<file path="config.mk">
export PLATFORM = sky130hd
export DESIGN_NAME = fci_host
export DESIGN_NICKNAME = d
export VERILOG_FILES = /design/src/design/fci_pkg.sv /design/src/design/fci_host.sv
export VERILOG_INCLUDE_DIRS = /design/src /design/src/design
export SDC_FILE = /design/constraint.sdc
export NUM_CORES = 1
export LEC_CHECK = 0
export ABC_AREA = 1
export ABC_CLOCK_PERIOD_IN_PS = 2100
export BUFFER_PORTS_ARGS = -buffer_cell sky130_fd_sc_hd__buf_4
export CAP_MARGIN = 25
export CELL_PAD_IN_SITES_DETAIL_PLACEMENT = 1
export CELL_PAD_IN_SITES_GLOBAL_PLACEMENT = 2
export CORE_MARGIN = 4
export CORE_UTILIZATION = 31
export CTS_CLUSTER_DIAMETER = 40
export DETAILED_ROUTE_END_ITERATION = 8
export PLACE_DENSITY = 0.72
export SYNTH_ARGS = -nofsm -noshare
export SYNTH_HDL_FRONTEND = slang
export SYNTH_SLANG_ARGS = --single-unit
</file>
<file path="constraint.sdc">
create_clock -name core_clk -period 2.1 [get_ports core_clk]
set_clock_uncertainty 0.1 [all_clocks]
set_input_delay 0.315 -clock core_clk [delete_from_list [all_inputs] [get_ports core_clk]]
set_output_delay 0.315 -clock core_clk [all_outputs]
set_load 0.02 [all_outputs]
</file>
<file path="src/design/fci_defines.svh">
// fci_defines.svh: offsets, fields and timing counts for the flash command host
`ifndef FCI_DEFINES_SVH
`define FCI_DEFINES_SVH
// register byte offsets on apb
`define FCI_REG_CTRL     12'h000
`define FCI_REG_ADDR     12'h004
`define FCI_REG_WDATA    12'h008
`define FCI_REG_STATUS   12'h00C
`define FCI_REG_RDATA    12'h010
`define FCI_REG_CODES    12'h014
// ctrl fields
`define FCI_CTRL_GO      0
`define FCI_CTRL_OP_LSB  1
`define FCI_CTRL_OP_MSB  3
`define FCI_CTRL_WORD    4
`define FCI_CTRL_UNPROT  5
`define FCI_CTRL_HWRST   6
// status fields
`define FCI_ST_BUSY      0
`define FCI_ST_RDY       1
`define FCI_ST_DONE      2
`define FCI_ST_FAIL      3
// codes register fields: unlock1, unlock2, erase confirm, erase setup
`define FCI_CODES_RST    32'h3055AAAA
// timing: clock period and figures in ns
`define FCI_CLK_NS       5
`define FCI_RST_LOW_NS   500
`define FCI_RST_REC_NS   50
`define FCI_RST_LONG_NS  10000
`define FCI_STROBE_NS    40
`define FCI_RD_NS        60
`define FCI_RST_LOW_CYC  ((`FCI_RST_LOW_NS + `FCI_CLK_NS - 1) / `FCI_CLK_NS)
`define FCI_RST_REC_CYC  ((`FCI_RST_REC_NS + `FCI_CLK_NS - 1) / `FCI_CLK_NS)
`define FCI_STROBE_CYC   ((`FCI_STROBE_NS + `FCI_CLK_NS - 1) / `FCI_CLK_NS)
`define FCI_RD_CYC       ((`FCI_RD_NS + `FCI_CLK_NS - 1) / `FCI_CLK_NS)
// unlock addresses (word mode)
`define FCI_UNLOCK_A1    18'h00555
`define FCI_UNLOCK_A2    18'h002AA
`endif

</file>
<file path="src/design/fci_pkg.sv">
// fci_pkg.sv: types for the flash command host
package fci_pkg;
  typedef enum logic [2:0] {
    FCI_OP_READ    = 3'h0,
    FCI_OP_PROG    = 3'h1,
    FCI_OP_BERASE  = 3'h2,
    FCI_OP_CERASE  = 3'h3,
    FCI_OP_SUSPEND = 3'h4,
    FCI_OP_RESUME  = 3'h5,
    FCI_OP_RESET   = 3'h6,
    FCI_OP_IDREAD  = 3'h7
  } fci_op_t;
  typedef enum logic [2:0] {
    FCI_S_IDLE  = 3'h0,
    FCI_S_SETUP = 3'h1,
    FCI_S_LOW   = 3'h2,
    FCI_S_HIGH  = 3'h3,
    FCI_S_READ  = 3'h4,
    FCI_S_RSTLO = 3'h5,
    FCI_S_RSTHI = 3'h6
  } fci_state_t;
endpackage

</file>
<file path="src/design/fci_host.sv">
// fci_host.sv: apb-driven host that sequences commands into the parallel flash pins
//
// Function
// [RQ1] write all four or six cycles before program/erase
// [RQ2] unlock code on cycles one, two, four, five
// [RQ3] device drops bad sequences to array read
// [RQ4] status bits readable while engine busy
// [RQ5] third cycle carries set-up; reads follow
// [RQ6] fourth cycle carries program address and data
// [RQ7] erase: unlock on four, five; confirm six
// [RQ8] block erase can be suspended and resumed
// [RQ9] power loss resets decoder to array read
// [RQ10] address latched on falling strobe edge
// [RQ11] high-voltage A9 selects identification operations
// [RQ12] command data latched on rising strobe edge
// [RQ13] status bit positions on low data byte
// [RQ14] device drives data only when selected, gated
// [RQ15] word mode upper byte ignored for commands
// [RQ16] byte mode: top data pin is address
// [RQ17] chip-select may strobe; high means standby
// [RQ18] busy rejects program/erase except suspend
// [RQ19] ready/busy high in idle, suspend, standby
// [RQ20] reset low 500ns, ready 50ns after
// [RQ21] reset during operation lasts until ready rises
// [RQ22] reset at high voltage unlocks protected blocks
// [RQ23] busy reads return status, not array
`timescale 1ns/1ps
`default_nettype none
`include "fci_defines.svh"
module fci_host (
  // clock and reset
  input  wire logic        core_clk,
  input  wire logic        resetn,
  // apb slave
  input  wire logic        psel,
  input  wire logic        penable,
  input  wire logic        pwrite,
  input  wire logic [11:0] paddr,
  input  wire logic [31:0] pwdata,
  output logic      [31:0] prdata,
  output logic             pready,
  output logic             pslverr,
  // flash control pins
  output logic             chip_sel_n,
  output logic             out_gate_n,
  output logic             wr_strobe_n,
  output logic             hard_reset_unlock_n,
  output logic             hv_unlock_en,
  output logic             word_mode,
  output logic      [16:0] flash_addr,
  // flash data pins, msb_or_low_address is bit 15
  input  wire logic [15:0] dq_in,
  output logic      [15:0] dq_out,
  output logic      [15:0] dq_oe,
  // open-drain ready/busy from the flash
  input  wire logic        ready_busy_n
);
  import fci_pkg::*;

  fci_state_t  state_q;
  logic [31:0] ctrl_q, addr_q, wdata_q, codes_q, rdata_q;
  logic [2:0]  cyc_q, ncyc;
  logic [7:0]  cnt_q;
  logic        done_q, fail_q, busy_q;
  logic        rb_s1_q, rb_s2_q;
  logic [15:0] dq_s1_q, dq_s2_q;
  fci_op_t     op;
  logic        wr_acc, rd_setup;
  logic [17:0] cyc_addr;
  logic [15:0] cyc_data;

  assign op     = fci_op_t'(ctrl_q[`FCI_CTRL_OP_MSB:`FCI_CTRL_OP_LSB]);
  assign wr_acc = psel && penable && pwrite;
  assign rd_setup = psel && !penable && !pwrite;

  // pin inputs pass two flip-flops; first stage feeds only the second
  always_ff @(posedge core_clk or negedge resetn) begin
    if (!resetn) begin
      rb_s1_q <= 1'b1;
      rb_s2_q <= 1'b1;
      dq_s1_q <= 16'h0000;
      dq_s2_q <= 16'h0000;
    end else begin
      rb_s1_q <= ready_busy_n;
      rb_s2_q <= rb_s1_q;
      dq_s1_q <= dq_in;
      dq_s2_q <= dq_s1_q;
    end
  end

  // cycles per instruction: array reads need none, id reads three, program four, erase six
  always_comb begin
    unique case (op)
      FCI_OP_PROG:    ncyc = 3'd4; // RQ1
      FCI_OP_BERASE:  ncyc = 3'd6; // RQ1
      FCI_OP_CERASE:  ncyc = 3'd6; // RQ1
      FCI_OP_SUSPEND: ncyc = 3'd1;
      FCI_OP_RESUME:  ncyc = 3'd1;
      FCI_OP_RESET:   ncyc = 3'd1;
      FCI_OP_READ:    ncyc = 3'd0;
      FCI_OP_IDREAD:  ncyc = 3'd3; // RQ5
    endcase
  end

  // address and data for the bus cycle in progress
  always_comb begin
    cyc_addr = 18'(addr_q);
    cyc_data = 16'(wdata_q);
    if (ncyc == 3'd1) begin
      cyc_data = {8'h00, wdata_q[7:0]}; // suspend/resume/reset code given by software
    end else begin
      unique case (cyc_q)
        3'd0, 3'd3: begin
          cyc_addr = `FCI_UNLOCK_A1;
          cyc_data = {8'h00, codes_q[7:0]}; // RQ2
        end
        3'd1, 3'd4: begin
          cyc_addr = `FCI_UNLOCK_A2;
          cyc_data = {8'h00, codes_q[15:8]}; // RQ2
        end
        3'd2: begin
          cyc_addr = `FCI_UNLOCK_A1;
          cyc_data = (ncyc == 3'd6) ? {8'h00, codes_q[31:24]} : {8'h00, wdata_q[23:16]}; // RQ5
        end
        default: begin
          cyc_addr = (op == FCI_OP_CERASE) ? `FCI_UNLOCK_A1 : 18'(addr_q); // RQ7
          cyc_data = {8'h00, codes_q[23:16]}; // RQ7
        end
      endcase
      if (ncyc == 3'd4 && cyc_q == 3'd3) begin
        cyc_addr = 18'(addr_q); // RQ6
        cyc_data = wdata_q[15:0]; // RQ6
      end
      if (ncyc == 3'd6 && cyc_q == 3'd3) begin
        cyc_addr = `FCI_UNLOCK_A1; // RQ7
        cyc_data = {8'h00, codes_q[7:0]};
      end
      // the read phase of a read or id read addresses the user location
      if (cyc_q == ncyc) begin
        cyc_addr = 18'(addr_q); // RQ5
      end
    end
  end

  // sequencer: chip-select gates each write, write strobe falls and rises on the same edges as it
  always_ff @(posedge core_clk or negedge resetn) begin
    if (!resetn) begin
      state_q <= FCI_S_IDLE;
      cyc_q   <= 3'd0;
      cnt_q   <= 8'h00;
      busy_q  <= 1'b0;
      done_q  <= 1'b0;
      fail_q  <= 1'b0;
      rdata_q <= 32'h00000000;
    end else begin
      // clear where the snapshot is taken, so a flag raised between snapshot
      // and access is not lost; a set in the same cycle still wins below
      if (rd_setup && paddr == `FCI_REG_STATUS) begin
        done_q <= 1'b0;
        fail_q <= 1'b0;
      end
      unique case (state_q)
        FCI_S_IDLE: begin
          cyc_q <= 3'd0;
          if (wr_acc && paddr == `FCI_REG_CTRL && pwdata[`FCI_CTRL_GO]) begin
            busy_q <= 1'b1;
            cnt_q  <= 8'h00;
            if (pwdata[`FCI_CTRL_HWRST])
              state_q <= FCI_S_RSTLO;
            else if (!rb_s2_q && pwdata[`FCI_CTRL_OP_MSB:`FCI_CTRL_OP_LSB] != 3'h4
                     && pwdata[`FCI_CTRL_OP_MSB:`FCI_CTRL_OP_LSB] != 3'h0
                     && pwdata[`FCI_CTRL_OP_MSB:`FCI_CTRL_OP_LSB] != 3'h7) begin
              busy_q  <= 1'b0; // RQ18
              fail_q  <= 1'b1; // RQ18
            end else
              state_q <= FCI_S_SETUP;
          end
        end
        FCI_S_SETUP: begin
          // address settles before strobe falls
          state_q <= (op == FCI_OP_READ && cyc_q == 3'd0) || cyc_q == ncyc ? FCI_S_READ : FCI_S_LOW;
          cnt_q   <= 8'h00;
        end
        FCI_S_LOW: begin
          cnt_q <= cnt_q + 8'h01;
          if (cnt_q == 8'(`FCI_STROBE_CYC - 1)) begin
            state_q <= FCI_S_HIGH; // RQ12
            cnt_q   <= 8'h00;
          end
        end
        FCI_S_HIGH: begin
          cnt_q <= cnt_q + 8'h01;
          if (cnt_q == 8'(`FCI_STROBE_CYC - 1)) begin
            cyc_q   <= cyc_q + 3'd1;
            state_q <= FCI_S_SETUP;
            if (cyc_q + 3'd1 == ncyc && op != FCI_OP_IDREAD) begin
              state_q <= FCI_S_IDLE; // RQ1
              busy_q  <= 1'b0;
              done_q  <= 1'b1;
            end
          end
        end
        FCI_S_READ: begin
          cnt_q <= cnt_q + 8'h01;
          if (cnt_q == 8'(`FCI_RD_CYC + 2)) begin
            // two extra cycles cover the input synchroniser
            rdata_q <= {16'h0000, word_mode ? dq_s2_q : {8'h00, dq_s2_q[7:0]}}; // RQ23
            state_q <= FCI_S_IDLE;
            busy_q  <= 1'b0;
            done_q  <= 1'b1;
          end
        end
        FCI_S_RSTLO: begin
          cnt_q <= cnt_q + 8'h01;
          if (cnt_q == 8'(`FCI_RST_LOW_CYC - 1)) begin
            state_q <= FCI_S_RSTHI; // RQ20
            cnt_q   <= 8'h00;
          end
        end
        FCI_S_RSTHI: begin
          // wait recovery, then wait until ready rises (long reset)
          if (cnt_q != 8'(`FCI_RST_REC_CYC + 2))
            cnt_q <= cnt_q + 8'h01;
          else if (rb_s2_q) begin // RQ21
            state_q <= FCI_S_IDLE;
            busy_q  <= 1'b0;
            done_q  <= 1'b1;
          end
        end
        default: state_q <= FCI_S_IDLE;
      endcase
    end
  end

  // software registers; codes stay programmable since values vary by part
  always_ff @(posedge core_clk or negedge resetn) begin
    if (!resetn) begin
      ctrl_q  <= 32'h00000010;
      addr_q  <= 32'h00000000;
      wdata_q <= 32'h00000000;
      codes_q <= `FCI_CODES_RST;
    end else if (wr_acc && state_q == FCI_S_IDLE) begin
      unique case (paddr)
        `FCI_REG_CTRL:  ctrl_q  <= pwdata;
        `FCI_REG_ADDR:  addr_q  <= pwdata;
        `FCI_REG_WDATA: wdata_q <= pwdata;
        `FCI_REG_CODES: codes_q <= pwdata;
        default: ;
      endcase
    end
  end

  // apb answers in the access cycle: one wait-free handshake, registered
  always_ff @(posedge core_clk or negedge resetn) begin
    if (!resetn) begin
      prdata  <= 32'h00000000;
      pready  <= 1'b0;
      pslverr <= 1'b0;
    end else begin
      pready  <= psel && !penable;
      pslverr <= 1'b0;
      if (psel && !penable) begin
        unique case (paddr)
          `FCI_REG_CTRL:   prdata <= ctrl_q;
          `FCI_REG_ADDR:   prdata <= addr_q;
          `FCI_REG_WDATA:  prdata <= wdata_q;
          `FCI_REG_STATUS: prdata <= {28'h0000000, fail_q, done_q, rb_s2_q, busy_q}; // RQ4
          `FCI_REG_RDATA:  prdata <= rdata_q;
          `FCI_REG_CODES:  prdata <= codes_q;
          default: begin
            prdata  <= 32'h00000000;
            pslverr <= 1'b1;
          end
        endcase
      end
    end
  end

  // pin drivers, all from flip-flops
  always_ff @(posedge core_clk or negedge resetn) begin
    if (!resetn) begin
      chip_sel_n          <= 1'b1;
      out_gate_n          <= 1'b1;
      wr_strobe_n         <= 1'b1;
      hard_reset_unlock_n <= 1'b0;
      hv_unlock_en        <= 1'b0;
      word_mode           <= 1'b1;
      flash_addr          <= 17'h00000;
      dq_out              <= 16'h0000;
      dq_oe               <= 16'h0000;
    end else begin
      hard_reset_unlock_n <= state_q != FCI_S_RSTLO; // RQ20
      hv_unlock_en        <= ctrl_q[`FCI_CTRL_UNPROT] && state_q != FCI_S_RSTLO; // RQ22
      word_mode           <= ctrl_q[`FCI_CTRL_WORD]; // RQ16
      chip_sel_n          <= !(state_q == FCI_S_LOW || state_q == FCI_S_READ); // RQ17
      wr_strobe_n         <= state_q != FCI_S_LOW; // RQ10
      out_gate_n          <= state_q != FCI_S_READ; // RQ14
      // width taken from ctrl, not the pin, so after a mode change the address
      // settles with the width pin and never shifts under a falling strobe
      flash_addr          <= ctrl_q[`FCI_CTRL_WORD] ? cyc_addr[16:0] : cyc_addr[17:1];
      // byte mode: top data pin carries the low address bit
      dq_out              <= ctrl_q[`FCI_CTRL_WORD] ? cyc_data : {cyc_addr[0], 7'h00, cyc_data[7:0]}; // RQ16
      if (state_q == FCI_S_LOW || state_q == FCI_S_HIGH || state_q == FCI_S_SETUP)
        dq_oe <= ctrl_q[`FCI_CTRL_WORD] ? 16'hFFFF : 16'h80FF; // RQ15
      else
        dq_oe <= ctrl_q[`FCI_CTRL_WORD] ? 16'h0000 : 16'h8000;
    end
  end

  // low time of the reset pin; saturates, and starts full so the pulse that
  // covers our own reset is not judged short
  logic [7:0] rst_low_cnt_q;
  always_ff @(posedge core_clk or negedge resetn) begin
    if (!resetn)
      rst_low_cnt_q <= 8'hFF;
    else if (hard_reset_unlock_n)
      rst_low_cnt_q <= 8'h00;
    else if (rst_low_cnt_q != 8'hFF)
      rst_low_cnt_q <= rst_low_cnt_q + 8'h01;
  end
endmodule
`default_nettype wire

</file>
==> flow_metrics.py, run 1 <==
metrics = {
    "outcome": {
        "status": "completed",
    },
    "timing": {
        "max-slew-margin-rel": 0.652,
        "period_needed_ns": 1.97,
        "worst_pin_slew_ns": 0.521,
        "worst_hold_slack_ns": 0.0225,
        "drv_slew": 0,
        "rsz0062_at_grt": "no",
        "fin_crit_sh": 0.938,
        "hold_violations": 0,
        "setup_viol": 0,
        "max_freq_mhz": 508,
        "timing.final.ws_setup_ns": 0.131,
    },
    "floorplanning": {
        "fp.dieW_um": 210,
        "die_area_mm2": 0.0440,
        "row_count": 73,
        "core-area_mm2": 0.0400,
        "io_pins": 155,
        "die_h_um": 210,
        "initial_core_util": 0.316,
    },
    "critical_path": {
        "crit_arrival_ns": 2.34,
        "cp.required_ns": 2.47,
        "reg2reg_depth": 10,
        "path_max_fanout": 8,
        "worstSetupPathType": "flop to flop",
        "end_kind": "flop",
        "crit_path_start_kind": "flop",
        "timing.rr.start": "cyc_q[0]$_DFFE_PN0P_",
        "reg2reg_setup_slack_ns": 0.13,
        "r2r_end": "dq_out[4]$_DFF_PN0_",
    },
    "clocking": {
        "cts-htree-levels": 2,
        "cts_tree": "yes",
        "root_buffer": "clkbuf_16",
        "clkTransAtPathRegs_ns": 0.05,
        "numCtsBuffers": 52,
        "cts_sinks": 271,
        "clock_path_buffers": 3,
        "insertion_delay_ns": 0.58,
    },
    "placement": {
        "placed_cell_area_mm2": 0.0146,
        "dp_hpwl_mm": 29.4,
        "dp_slack_ns": -0.0310,
        "gp_congestion": 0.836,
        "io_buffers": 154,
    },
    "synthesis": {
        "synth_area_leaders": "dfrtp_1 (50%), nand2_1 (18%), o21ai_1 (5.6%)",
        "yosysUniqueCellTypes": 38,
        "avgSynthCellArea_um2": 8.18,
        "synth_top_cells_by_count": "nand2_1 (591), dfrtp_1 (250), o21ai_1 (140)",
        "synth_top_cell_by_area": "dfrtp_1",
        "synth.most_common_cell": "nand2_1",
        "async_reset_ff_frac": 1.00,
        "synth-edff-count": 0,
        "synthFlopType": "dfrtp_1",
        "syn_inst": 1543,
        "ys_seq_area_frac": 0.539,
        "synth-seq-cells": 271,
        "syn_area_mm2": 0.0126,
        "synth.net_count": 1617,
        "yosysWarnings": 0,
        "synth.top_cell.area_share": 0.496,
    },
    "cells_and_area": {
        "final_cell_area_mm2": 0.0170,
        "insertedDiodeCount": 0,
        "drive_gt1_frac": 0.221,
        "final_nets": 1845,
        "area_growth_pct": 34.5,
    },
    "worst_hold_path": {
        "hp-class": "input pin to flop",
        "holdPathEnd": "wdata_q[2]$_DFFE_PN0P_",
        "min_from": "pwdata[2]",
        "hold_depth": 3,
    },
    "detailed_routing": {
        "drc": 0,
        "ant_nets": 0,
        "vias_per_cell": 4.69,
        "wl_per_cell_um": 17.7,
        "wl_mm": 41.5,
        "num_vias": 11000,
        "drt_iter0_drc": 519,
        "first_pass_iters": 4,
    },
    "pwr": {
        "peakVddDrop_mv": 0.543,
        "power_density_mw_per_mm2": 949,
        "power.total_mw": 16.1,
        "power.leakage_nw": 8.72,
    },
    "flow_run": {
        "drv_cap": 0,
    },
    "global_route": {
        "grt_pass1_vias": 11800,
        "grt_max_degree": 65,
        "grt_pass1_wl_mm": 67.3,
        "overflow": 0,
        "grt.total_usage": 0.191,
        "antenna_found_initial": 2,
    },
}
critical path, cell delays in order (launching register included):
cell,delay [ns]
dfrtp_1,0.41
ha_1,0.23
ha_1,0.23
inv_2,0.08
nand3_2,0.10
nor2_4,0.12
buf_4,0.17
nand2_1,0.06
nand3_1,0.10
a21oi_1,0.07
nor2_1,0.20
what timing repair did:
item,CTS,global route
setup endpoints to repair,10,31
buffers inserted,1,2
pin swaps,1,1
gates resized for setup,1,8
hold endpoints to repair,347,0
hold buffers,45,0
metal layers:
layer	global-route usage	wire length, um	up-vias
li1	-	-	5382
met1	0.257	18700	5348
met2	0.319	20000	191
met3	0.0372	1940	55
met4	0.0450	774	2
met5	0	13	-
placed cells by master, fill, tap and decap left out, types with 3 or more instances in the layout:
cell,n
nand2_1,590
dfrtp_1,250
buf_4,190
o21ai_1,139
nand3_1,124
inv_1,96
nor2_1,88
clkbuf_16,53
dlygate4sd3_1,45
o21ai_0,37
o21ai_2,33
dfstp_2,21
buf_12,18
a21oi_1,11
bufinv_16,11
inv_2,10
clkinvlp_4,10
ha_1,8
nor2_2,7
nand2_2,7
nand4_1,7
inv_6,6
clkinv_2,6
nor2_4,4
nand3_2,4
clkinv_4,4
clkbuf_1,4
and2_1,3
clkbuf_8,3
sequential cells by signal, indices dropped and copies added (netlist names), 3 cells and up:
name and count:
addr_q 32, dq_s2_q 16, dq_s1_q 16, dq_out 16
flash_addr 17, ctrl_q 32, cnt_q 8, cyc_q 3
rdata_q 16, prdata 32, wdata_q 32, dq_oe 3
state_q 3, codes_q 32
through the flow:
stage | util | TNS, ns | cells
floorplan | - | 0 | 1543
global placement | 0.364 | 0 | 2194
detailed placement | 0.364 | -0.130 | 2194
CTS | 0.423 | 0 | 2337
global route | 0.425 | 0 | 2339
finish | 0.425 | 0 | 2339
how the worst max path moves through the flow:
stage	from	slack, ns	to	cells after the start
global route	cyc_q[0]$_DFFE_PN0P_	0.01	flash_addr[7]$_DFF_PN0_	10
detailed placement	cyc_q[1]$_DFFE_PN0P_	-0.03	flash_addr[8]$_DFF_PN0_	10
finish	cyc_q[0]$_DFFE_PN0P_	0.13	dq_out[4]$_DFF_PN0_	10
floorplan	cyc_q[0]$_DFFE_PN0P_	0.09	flash_addr[5]$_DFF_PN0_	12
CTS	cyc_q[1]$_DFFE_PN0P_	0.002	flash_addr[11]$_DFF_PN0_	10
global placement	cyc_q[1]$_DFFE_PN0P_	0.07	flash_addr[6]$_DFF_PN0_	10
logic make-up after synthesis:
group | Yosys count | share of synthesized area
DFF | 271 | 0.539
and+or+nand+nor | 847 | 0.280
buffers and inverters | 190 | 0.0722
xor gates and xnor gates | 2 | 0.00139
AOI/OAI and AO/OA | 225 | 0.0996
adders and majority gates | 8 | 0.00793
cell type report:
type | count | area, um2
inverter | 109 | 412
sequential | 271 | 6810
timing repair buffer | 255 | 2260
fill | 4686 | 23000
clock inverter | 37 | 523
multi-input combinational | 1082 | 4940
tap | 525 | 657
clock buffer | 60 | 1380
report_power, final:
group          switching [mW]  internal, mW  total (mW)
Combinational            1.01         0.546        1.56
Clock                    2.96          6.09        9.05
Sequential              0.123          5.39        5.51
No activity file was read; power rests on OpenSTA's default activity.
==> inputs of run 2 (changes only) <==
- CTS_BUF_LIST: not set -> sky130_fd_sc_hd__clkbuf_4 sky130_fd_sc_hd__clkbuf_8 sky130_fd_sc_hd__clkbuf_16
==> run 2 against run 1 <==
Compared with the run above:
- flip-flop and latch count stayed put
- non-clock buffer count stayed put
- wire length is 0.25% higher
- die area stayed put
- count of clock-buffer cells in the layout stayed put
- maximum frequency hardly changed
- combinational power hardly changed
- global-route usage hardly changed
- hold slack better by 0.0043 ns
- critical path depth stayed put
==> flow_metrics.py, run 2 (synthesis results as in run 1) <==
metrics = {
    "cells_and_area": {
        "final_nets": 1845,
        "area_growth_pct": 34.6,
        "final_cell_mix": "nand2_1 (590), dfrtp_1 (250), buf_4 (190)",
        "finish.utilization": 0.425,
        "mostFrequentLayoutCell": "nand2_1",
        "drive_gt1_frac": 0.223,
        "insertedDiodeCount": 0,
        "final_cell_area_mm2": 0.0170,
    },
    "detailed_routing": {
        "wl_mm": 41.6,
        "wl_met2_mm": 20.1,
        "first_pass_iters": 5,
        "wl_met1_mm": 19.0,
        "drc": 0,
        "num_vias": 11000,
        "wl_per_cell_um": 17.8,
        "wl_met3_mm": 1.64,
        "vias_per_cell": 4.70,
        "drt_iter0_drc": 474,
        "ant_nets": 0,
        "top_layer_used": "met5",
    },
    "clocking": {
        "clkTransAtPathRegs_ns": 0.05,
        "numCtsBuffers": 52,
        "clock_path_buffers": 3,
        "cts-htree-levels": 2,
        "insertion_delay_ns": 0.58,
        "cts_sinks": 271,
        "cts_tree": "yes",
        "root_buffer": "clkbuf_16",
    },
    "pwr": {
        "power.leakage_nw": 8.73,
        "power.total_mw": 16.2,
        "cell_internal_pwr_mw": 12.1,
        "peakVddDrop_mv": 0.546,
        "p_sw_mw": 4.09,
        "switching_share": 0.253,
        "power_frac_seq": 0.341,
        "power_density_mw_per_mm2": 951,
        "comb_power_share": 0.096,
        "clockPowerShare": 0.563,
    },
    "critical_path": {
        "path_common_cell": "nand2_1",
        "worstSetupPathType": "flop to flop",
        "path_max_fanout": 11,
        "cp.required_ns": 2.46,
        "crit_family": "simple AND/OR/NAND/NOR gates",
        "crit_arrival_ns": 2.33,
        "crit_path_start_kind": "flop",
        "end_kind": "flop",
        "critPathMaxStageDelay_ns": 0.41,
        "crit_chain": "ha_1, ha_1, nand2_1, nor2_8, nor2_2, nand3_4, nand2_1, nand2_1, nand2_1, nand2_1",
        "crit_buf_inv": 0,
        "crit_slowest_cell": "dfrtp_1",
    },
    "timing": {
        "rsz0062_at_grt": "no",
        "hold_violations": 0,
        "fin_crit_sh": 0.939,
        "max_freq_mhz": 507,
        "worst_hold_slack_ns": 0.0268,
        "period_needed_ns": 1.97,
        "max-slew-margin-rel": 0.654,
        "setup_viol": 0,
        "worst_pin_slew_ns": 0.517,
        "fin_setup_tns_ns": 0,
        "drv_slew": 0,
    },
    "global_route": {
        "grt_pass1_wl_mm": 67.4,
        "grt.total_usage": 0.191,
        "overflow": 0,
        "antenna_found_initial": 2,
        "grt_max_degree": 65,
        "grt_pass1_vias": 11800,
    },
    "placement": {
        "dp_hpwl_mm": 29.4,
        "io_buffers": 154,
        "gp_congestion": 0.836,
        "placed_cell_area_mm2": 0.0146,
    },
    "worst_hold_path": {
        "hp-class": "input pin to flop",
    },
    "floorplanning": {
        "fp.dieW_um": 210,
        "die_area_mm2": 0.0440,
        "row_count": 73,
        "io_pins": 155,
        "die_h_um": 210,
        "core-area_mm2": 0.0400,
        "initial_core_util": 0.316,
    },
    "flow_run": {
        "drv_cap": 0,
    },
    "outcome": {
        "status": "completed",
    },
}
run 2: cell counts in the layout (fill, tap and decap cells not counted):
Identical to the previous run, type by type.
run 2: worst paths after layout:
kind | from | to | slack [ns] | depth (start not counted)
max | cyc_q[0]$_DFFE_PN0P_ | flash_addr[8]$_DFF_PN0_ | 0.13 | 10
min | pwdata[2] | wdata_q[2]$_DFFE_PN0P_ | 0.03 | 3
max reg2reg | cyc_q[0]$_DFFE_PN0P_ | flash_addr[8]$_DFF_PN0_ | 0.13 | 10
min reg2reg | dq_s1_q[11]$_DFF_PN0_ | dq_s2_q[11]$_DFF_PN0_ | 0.24 | 0
max in group asynchronous | resetn | dq_s1_q[3]$_DFF_PN0_ | 1.00 | 4
min in group asynchronous | resetn | flash_addr[9]$_DFF_PN0_ | 0.12 | 2
run 2: metal layers:
layer  up-vias  track usage
met4         2       0.0452
met5         -            0
met1      5364        0.258
li1       5381            -
met3        60       0.0371
met2       177        0.319
run 2: stage by stage:
stage,setup WS (ns),std cells
final,0.129,2339
after CTS,0.0240,2337
after detailed placement,-0.0310,2194
after floorplan,0.0918,1543
after global placement,0.0707,2194
after global routing,0.00552,2339
run 2: final cells by class:
type / instances / area (um2)
fillers: 4689 / 23000
flip-flops and latches: 271 / 6810
multi-input cells: 1082 / 4940
repair buffers: 255 / 2260
clock buffers: 60 / 1400
well taps: 525 / 657
clock inverters: 37 / 523
inverters: 109 / 412
run 2: repair_timing:
action,4_1_cts,5_1_grt
endpoints found under the hold margin,347,0
pin swaps,2,1
resized for setup,1,8
setup endpoints to repair,10,31
buffers inserted,1,2
hold buffers,45,0
run 2: power by group through the flow:
stage          combinational [mW]  sequential [mW]  clock [mW]
3_3_place_gp                 1.49             5.59           0
2_1_floorplan               0.846             5.60           0
4_1_cts                      1.59             5.51        9.33
5_1_grt                      1.75             5.53        9.58
6_report                     1.56             5.51        9.10
3_5_place_dp                 1.52             5.59           0
run 2: worst register-to-register path, delay by kind of cell, from the launching register on:
kind	cells	cell delay, ns
simple gates	8	0.90
fa+ha+maj	2	0.44
flops	1	0.41
==> inputs of run 3 (changes only) <==
- ABC_AREA: 1 -> 0
- CORE_UTILIZATION: 31 -> 36
- PLACE_DENSITY: 0.72 -> 0.73
==> run 3 against run 2 <==
Compared with the run above:
- the run now ends with setup timing left
- flip-flop and latch count unchanged
- sequential share of layout area increased by 0.55 points
- wire length decreased by 8.7%
- die area decreased by 17%
- non-clock buffer count increased by 37
- largest power group unchanged
==> flow_metrics.py, run 3 <==
metrics = {
    "timing": {
        "hold_violations": 0,
        "max_freq_mhz": 465,
        "max-slew-margin-rel": 0.665,
        "rsz0062_at_grt": "yes",
        "worst_pin_slew_ns": 0.502,
        "period_needed_ns": 2.15,
        "drv_slew": 0,
        "setup_viol": 4,
        "timing.final.ws_setup_ns": -0.0526,
        "fin_crit_sh": 1.03,
    },
    "synthesis": {
        "yosys.area_share.adder": 0.00825,
        "synth_top_family_by_area": "multiplexers",
        "syn_area_mm2": 0.0121,
        "synth_top_cell_by_area": "dfrtp_1",
        "synth-compound-area-share": 0.113,
        "async_reset_ff_frac": 1.00,
        "yosys-mux-area-fraction": 0.202,
        "synth_area_leaders": "dfrtp_1 (52%), mux2_2 (11%), mux2i_1 (4.9%)",
        "yosysUniqueCellTypes": 64,
        "synth.most_common_cell": "dfrtp_1",
        "yosysWarnings": 0,
        "synth.top_cell.area_share": 0.516,
        "synth-edff-count": 0,
        "synth_xor_area_frac": 0.00144,
        "synth-seq-cells": 271,
        "avgSynthCellArea_um2": 12.6,
        "ys_seq_area_frac": 0.561,
        "syn_inst": 960,
        "synth_top_cells_by_count": "dfrtp_1 (250), mux2_2 (116), mux2i_1 (60)",
        "synthFlopType": "dfrtp_1",
        "synth.net_count": 1034,
        "synth_simple_gate_area_frac": 0.0780,
    },
    "detailed_routing": {
        "ant_nets": 0,
        "drc": 0,
        "wl_per_cell_um": 22.3,
        "vias_per_cell": 5.30,
        "wl_mm": 37.9,
        "num_vias": 9014,
        "drt_iter0_drc": 556,
        "first_pass_iters": 5,
    },
    "cells_and_area": {
        "area_growth_pct": 38.2,
        "seqCellArea_mm2": 0.00681,
        "finish.utilization": 0.510,
        "fillers": 3421,
        "final_cell_mix": "dfrtp_1 (248), buf_4 (220), mux2_2 (116)",
        "drive_gt1_frac": 0.455,
        "final_nets": 1299,
        "multi_input_area_mm2": 0.00525,
        "insertedDiodeCount": 0,
        "final_cell_area_mm2": 0.0168,
        "mostFrequentLayoutCell": "dfrtp_1",
    },
    "clocking": {
        "insertion_delay_ns": 0.52,
        "numCtsBuffers": 43,
        "cts_sinks": 271,
        "cts-htree-levels": 2,
        "clkTransAtPathRegs_ns": 0.06,
        "root_buffer": "clkbuf_16",
        "clock_path_buffers": 3,
        "cts_tree": "yes",
    },
    "pwr": {
        "power_density_mw_per_mm2": 791,
        "peakVddDrop_mv": 0.533,
        "power.leakage_nw": 8.12,
        "power.total_mw": 13.3,
    },
    "outcome": {
        "failed_checks": "setup timing",
        "status": "finished, violations left",
    },
    "placement": {
        "gp_congestion": 0.886,
        "dp_hpwl_mm": 25.7,
        "dp_slack_ns": -0.207,
        "io_buffers": 154,
        "placed_cell_area_mm2": 0.0143,
    },
    "critical_path": {
        "r2r_end": "dq_out[4]$_DFF_PN0_",
        "crit_path_start_kind": "flop",
        "worstSetupPathType": "flop to flop",
        "reg2reg_setup_slack_ns": -0.05,
        "reg2reg_depth": 10,
        "cp.required_ns": 2.40,
        "timing.rr.start": "cyc_q[1]$_DFFE_PN0P_",
        "crit_arrival_ns": 2.46,
        "path_max_fanout": 8,
        "end_kind": "flop",
        "startpoint": "cyc_q[1]$_DFFE_PN0P_",
    },
    "global_route": {
        "overflow": 0,
        "grt_pass1_wl_mm": 59.6,
        "grt.total_usage": 0.208,
        "grt_pass1_vias": 10000,
        "antenna_found_initial": 0,
        "grt_max_degree": 49,
    },
    "floorplanning": {
        "die_area_mm2": 0.0367,
        "initial_core_util": 0.369,
        "core-area_mm2": 0.0329,
        "die_h_um": 192,
        "fp.dieW_um": 192,
        "row_count": 66,
        "io_pins": 155,
    },
    "worst_hold_path": {
        "hold_depth": 3,
        "hp-class": "input pin to flop",
        "min_from": "paddr[3]",
        "holdPathEnd": "pslverr$_DFF_PN0_",
    },
    "flow_run": {
        "drv_cap": 0,
    },
}
[run 3: changes by cell type after synthesis, sizes merged, moves of 15 or more]
cell | before | now
nand2 | 600 | 51
a221oi | 0 | 15
nand3 | 129 | 15
buf | 69 | 48
a21oi | 11 | 31
and3 | 0 | 18
o21ai | 210 | 41
mux2i | 0 | 60
o22ai | 1 | 32
mux2 | 0 | 146
nor2 | 101 | 44
inv | 107 | 17
a22o | 0 | 34
[run 3: critical path, stage by stage, from the launching register on]
cell and delay (ns):
dfrtp_2 0.43, inv_2 0.10, ha_2 0.22, or2_4 0.14, a211oi_4 0.07, buf_12 0.14
buf_4 0.14, a221oi_1 0.28, o21ai_1 0.10, a221oi_1 0.25, nor2_1 0.07
[run 3: stage by stage]
step	hold WS, ns	std cells	setup TNS [ns]
after floorplan	-0.0806	960	-1.03
after global placement	0.155	1559	-3.82
after detailed placement	0.150	1559	-6.12
after CTS	0.0429	1693	-0.0366
after global routing	0.0884	1701	-1.73
final	0.0639	1701	-0.0970
[run 3: per-layer routing]
metal,vias up,part of all wire,track usage
li1,4058,-,-
met1,4712,0.45,0.288
met2,200,0.49,0.346
met3,44,0.039,0.0336
met4,0,0.019,0.0492
met5,-,0,0
[run 3: worst max path at each step]
stage,endpoint,slack [ns],depth (start not counted)
2_1_floorplan,flash_addr[1]$_DFF_PN0_,-0.11,10
3_3_place_gp,cnt_q[0]$_DFFE_PN0P_,-0.13,7
3_5_place_dp,flash_addr[0]$_DFF_PN0_,-0.21,9
4_1_cts,dq_out[6]$_DFF_PN0_,-0.01,8
5_1_grt,dq_out[1]$_DFF_PN0_,-0.13,10
6_report,dq_out[4]$_DFF_PN0_,-0.05,10
[run 3: logic make-up after synthesis]
group	after synthesis
xor gates and xnor gates	2
adders and majority gates	8
and+or+nand+nor	180
DFF	271
muxes	210
AOI/OAI and AO/OA	199
buffers and inverters	90
[run 3: area by class of cell]
class	instances	share of cell area
Clock inverter	27	0.0204
Sequential cell	271	0.406
Multi-Input combinational cell	600	0.313
Timing Repair Buffer	292	0.152
Clock buffer	52	0.0718
Inverter	17	0.00380
Tap cell	442	0.0330
[run 3: repair_timing]
action | CTS | global route
setup buffers | 5 | 6
pin swaps | 13 | 14
hold endpoints to repair | 345 | 0
endpoints found under the setup margin | 28 | 49
gates resized for setup | 33 | 51
hold buffers | 50 | 0
gates cloned | 0 | 2
[run 3: report_power, final]
group | leakage [nW] | switching [mW] | total (mW) | internal [mW]
clock | 0.751 | 2.64 | 7.51 | 4.87
sequential | 3.59 | 0.0113 | 5.28 | 5.26
combinational | 3.78 | 0.273 | 0.483 | 0.210
total | 8.12 | 2.92 | 13.3 | 10.3
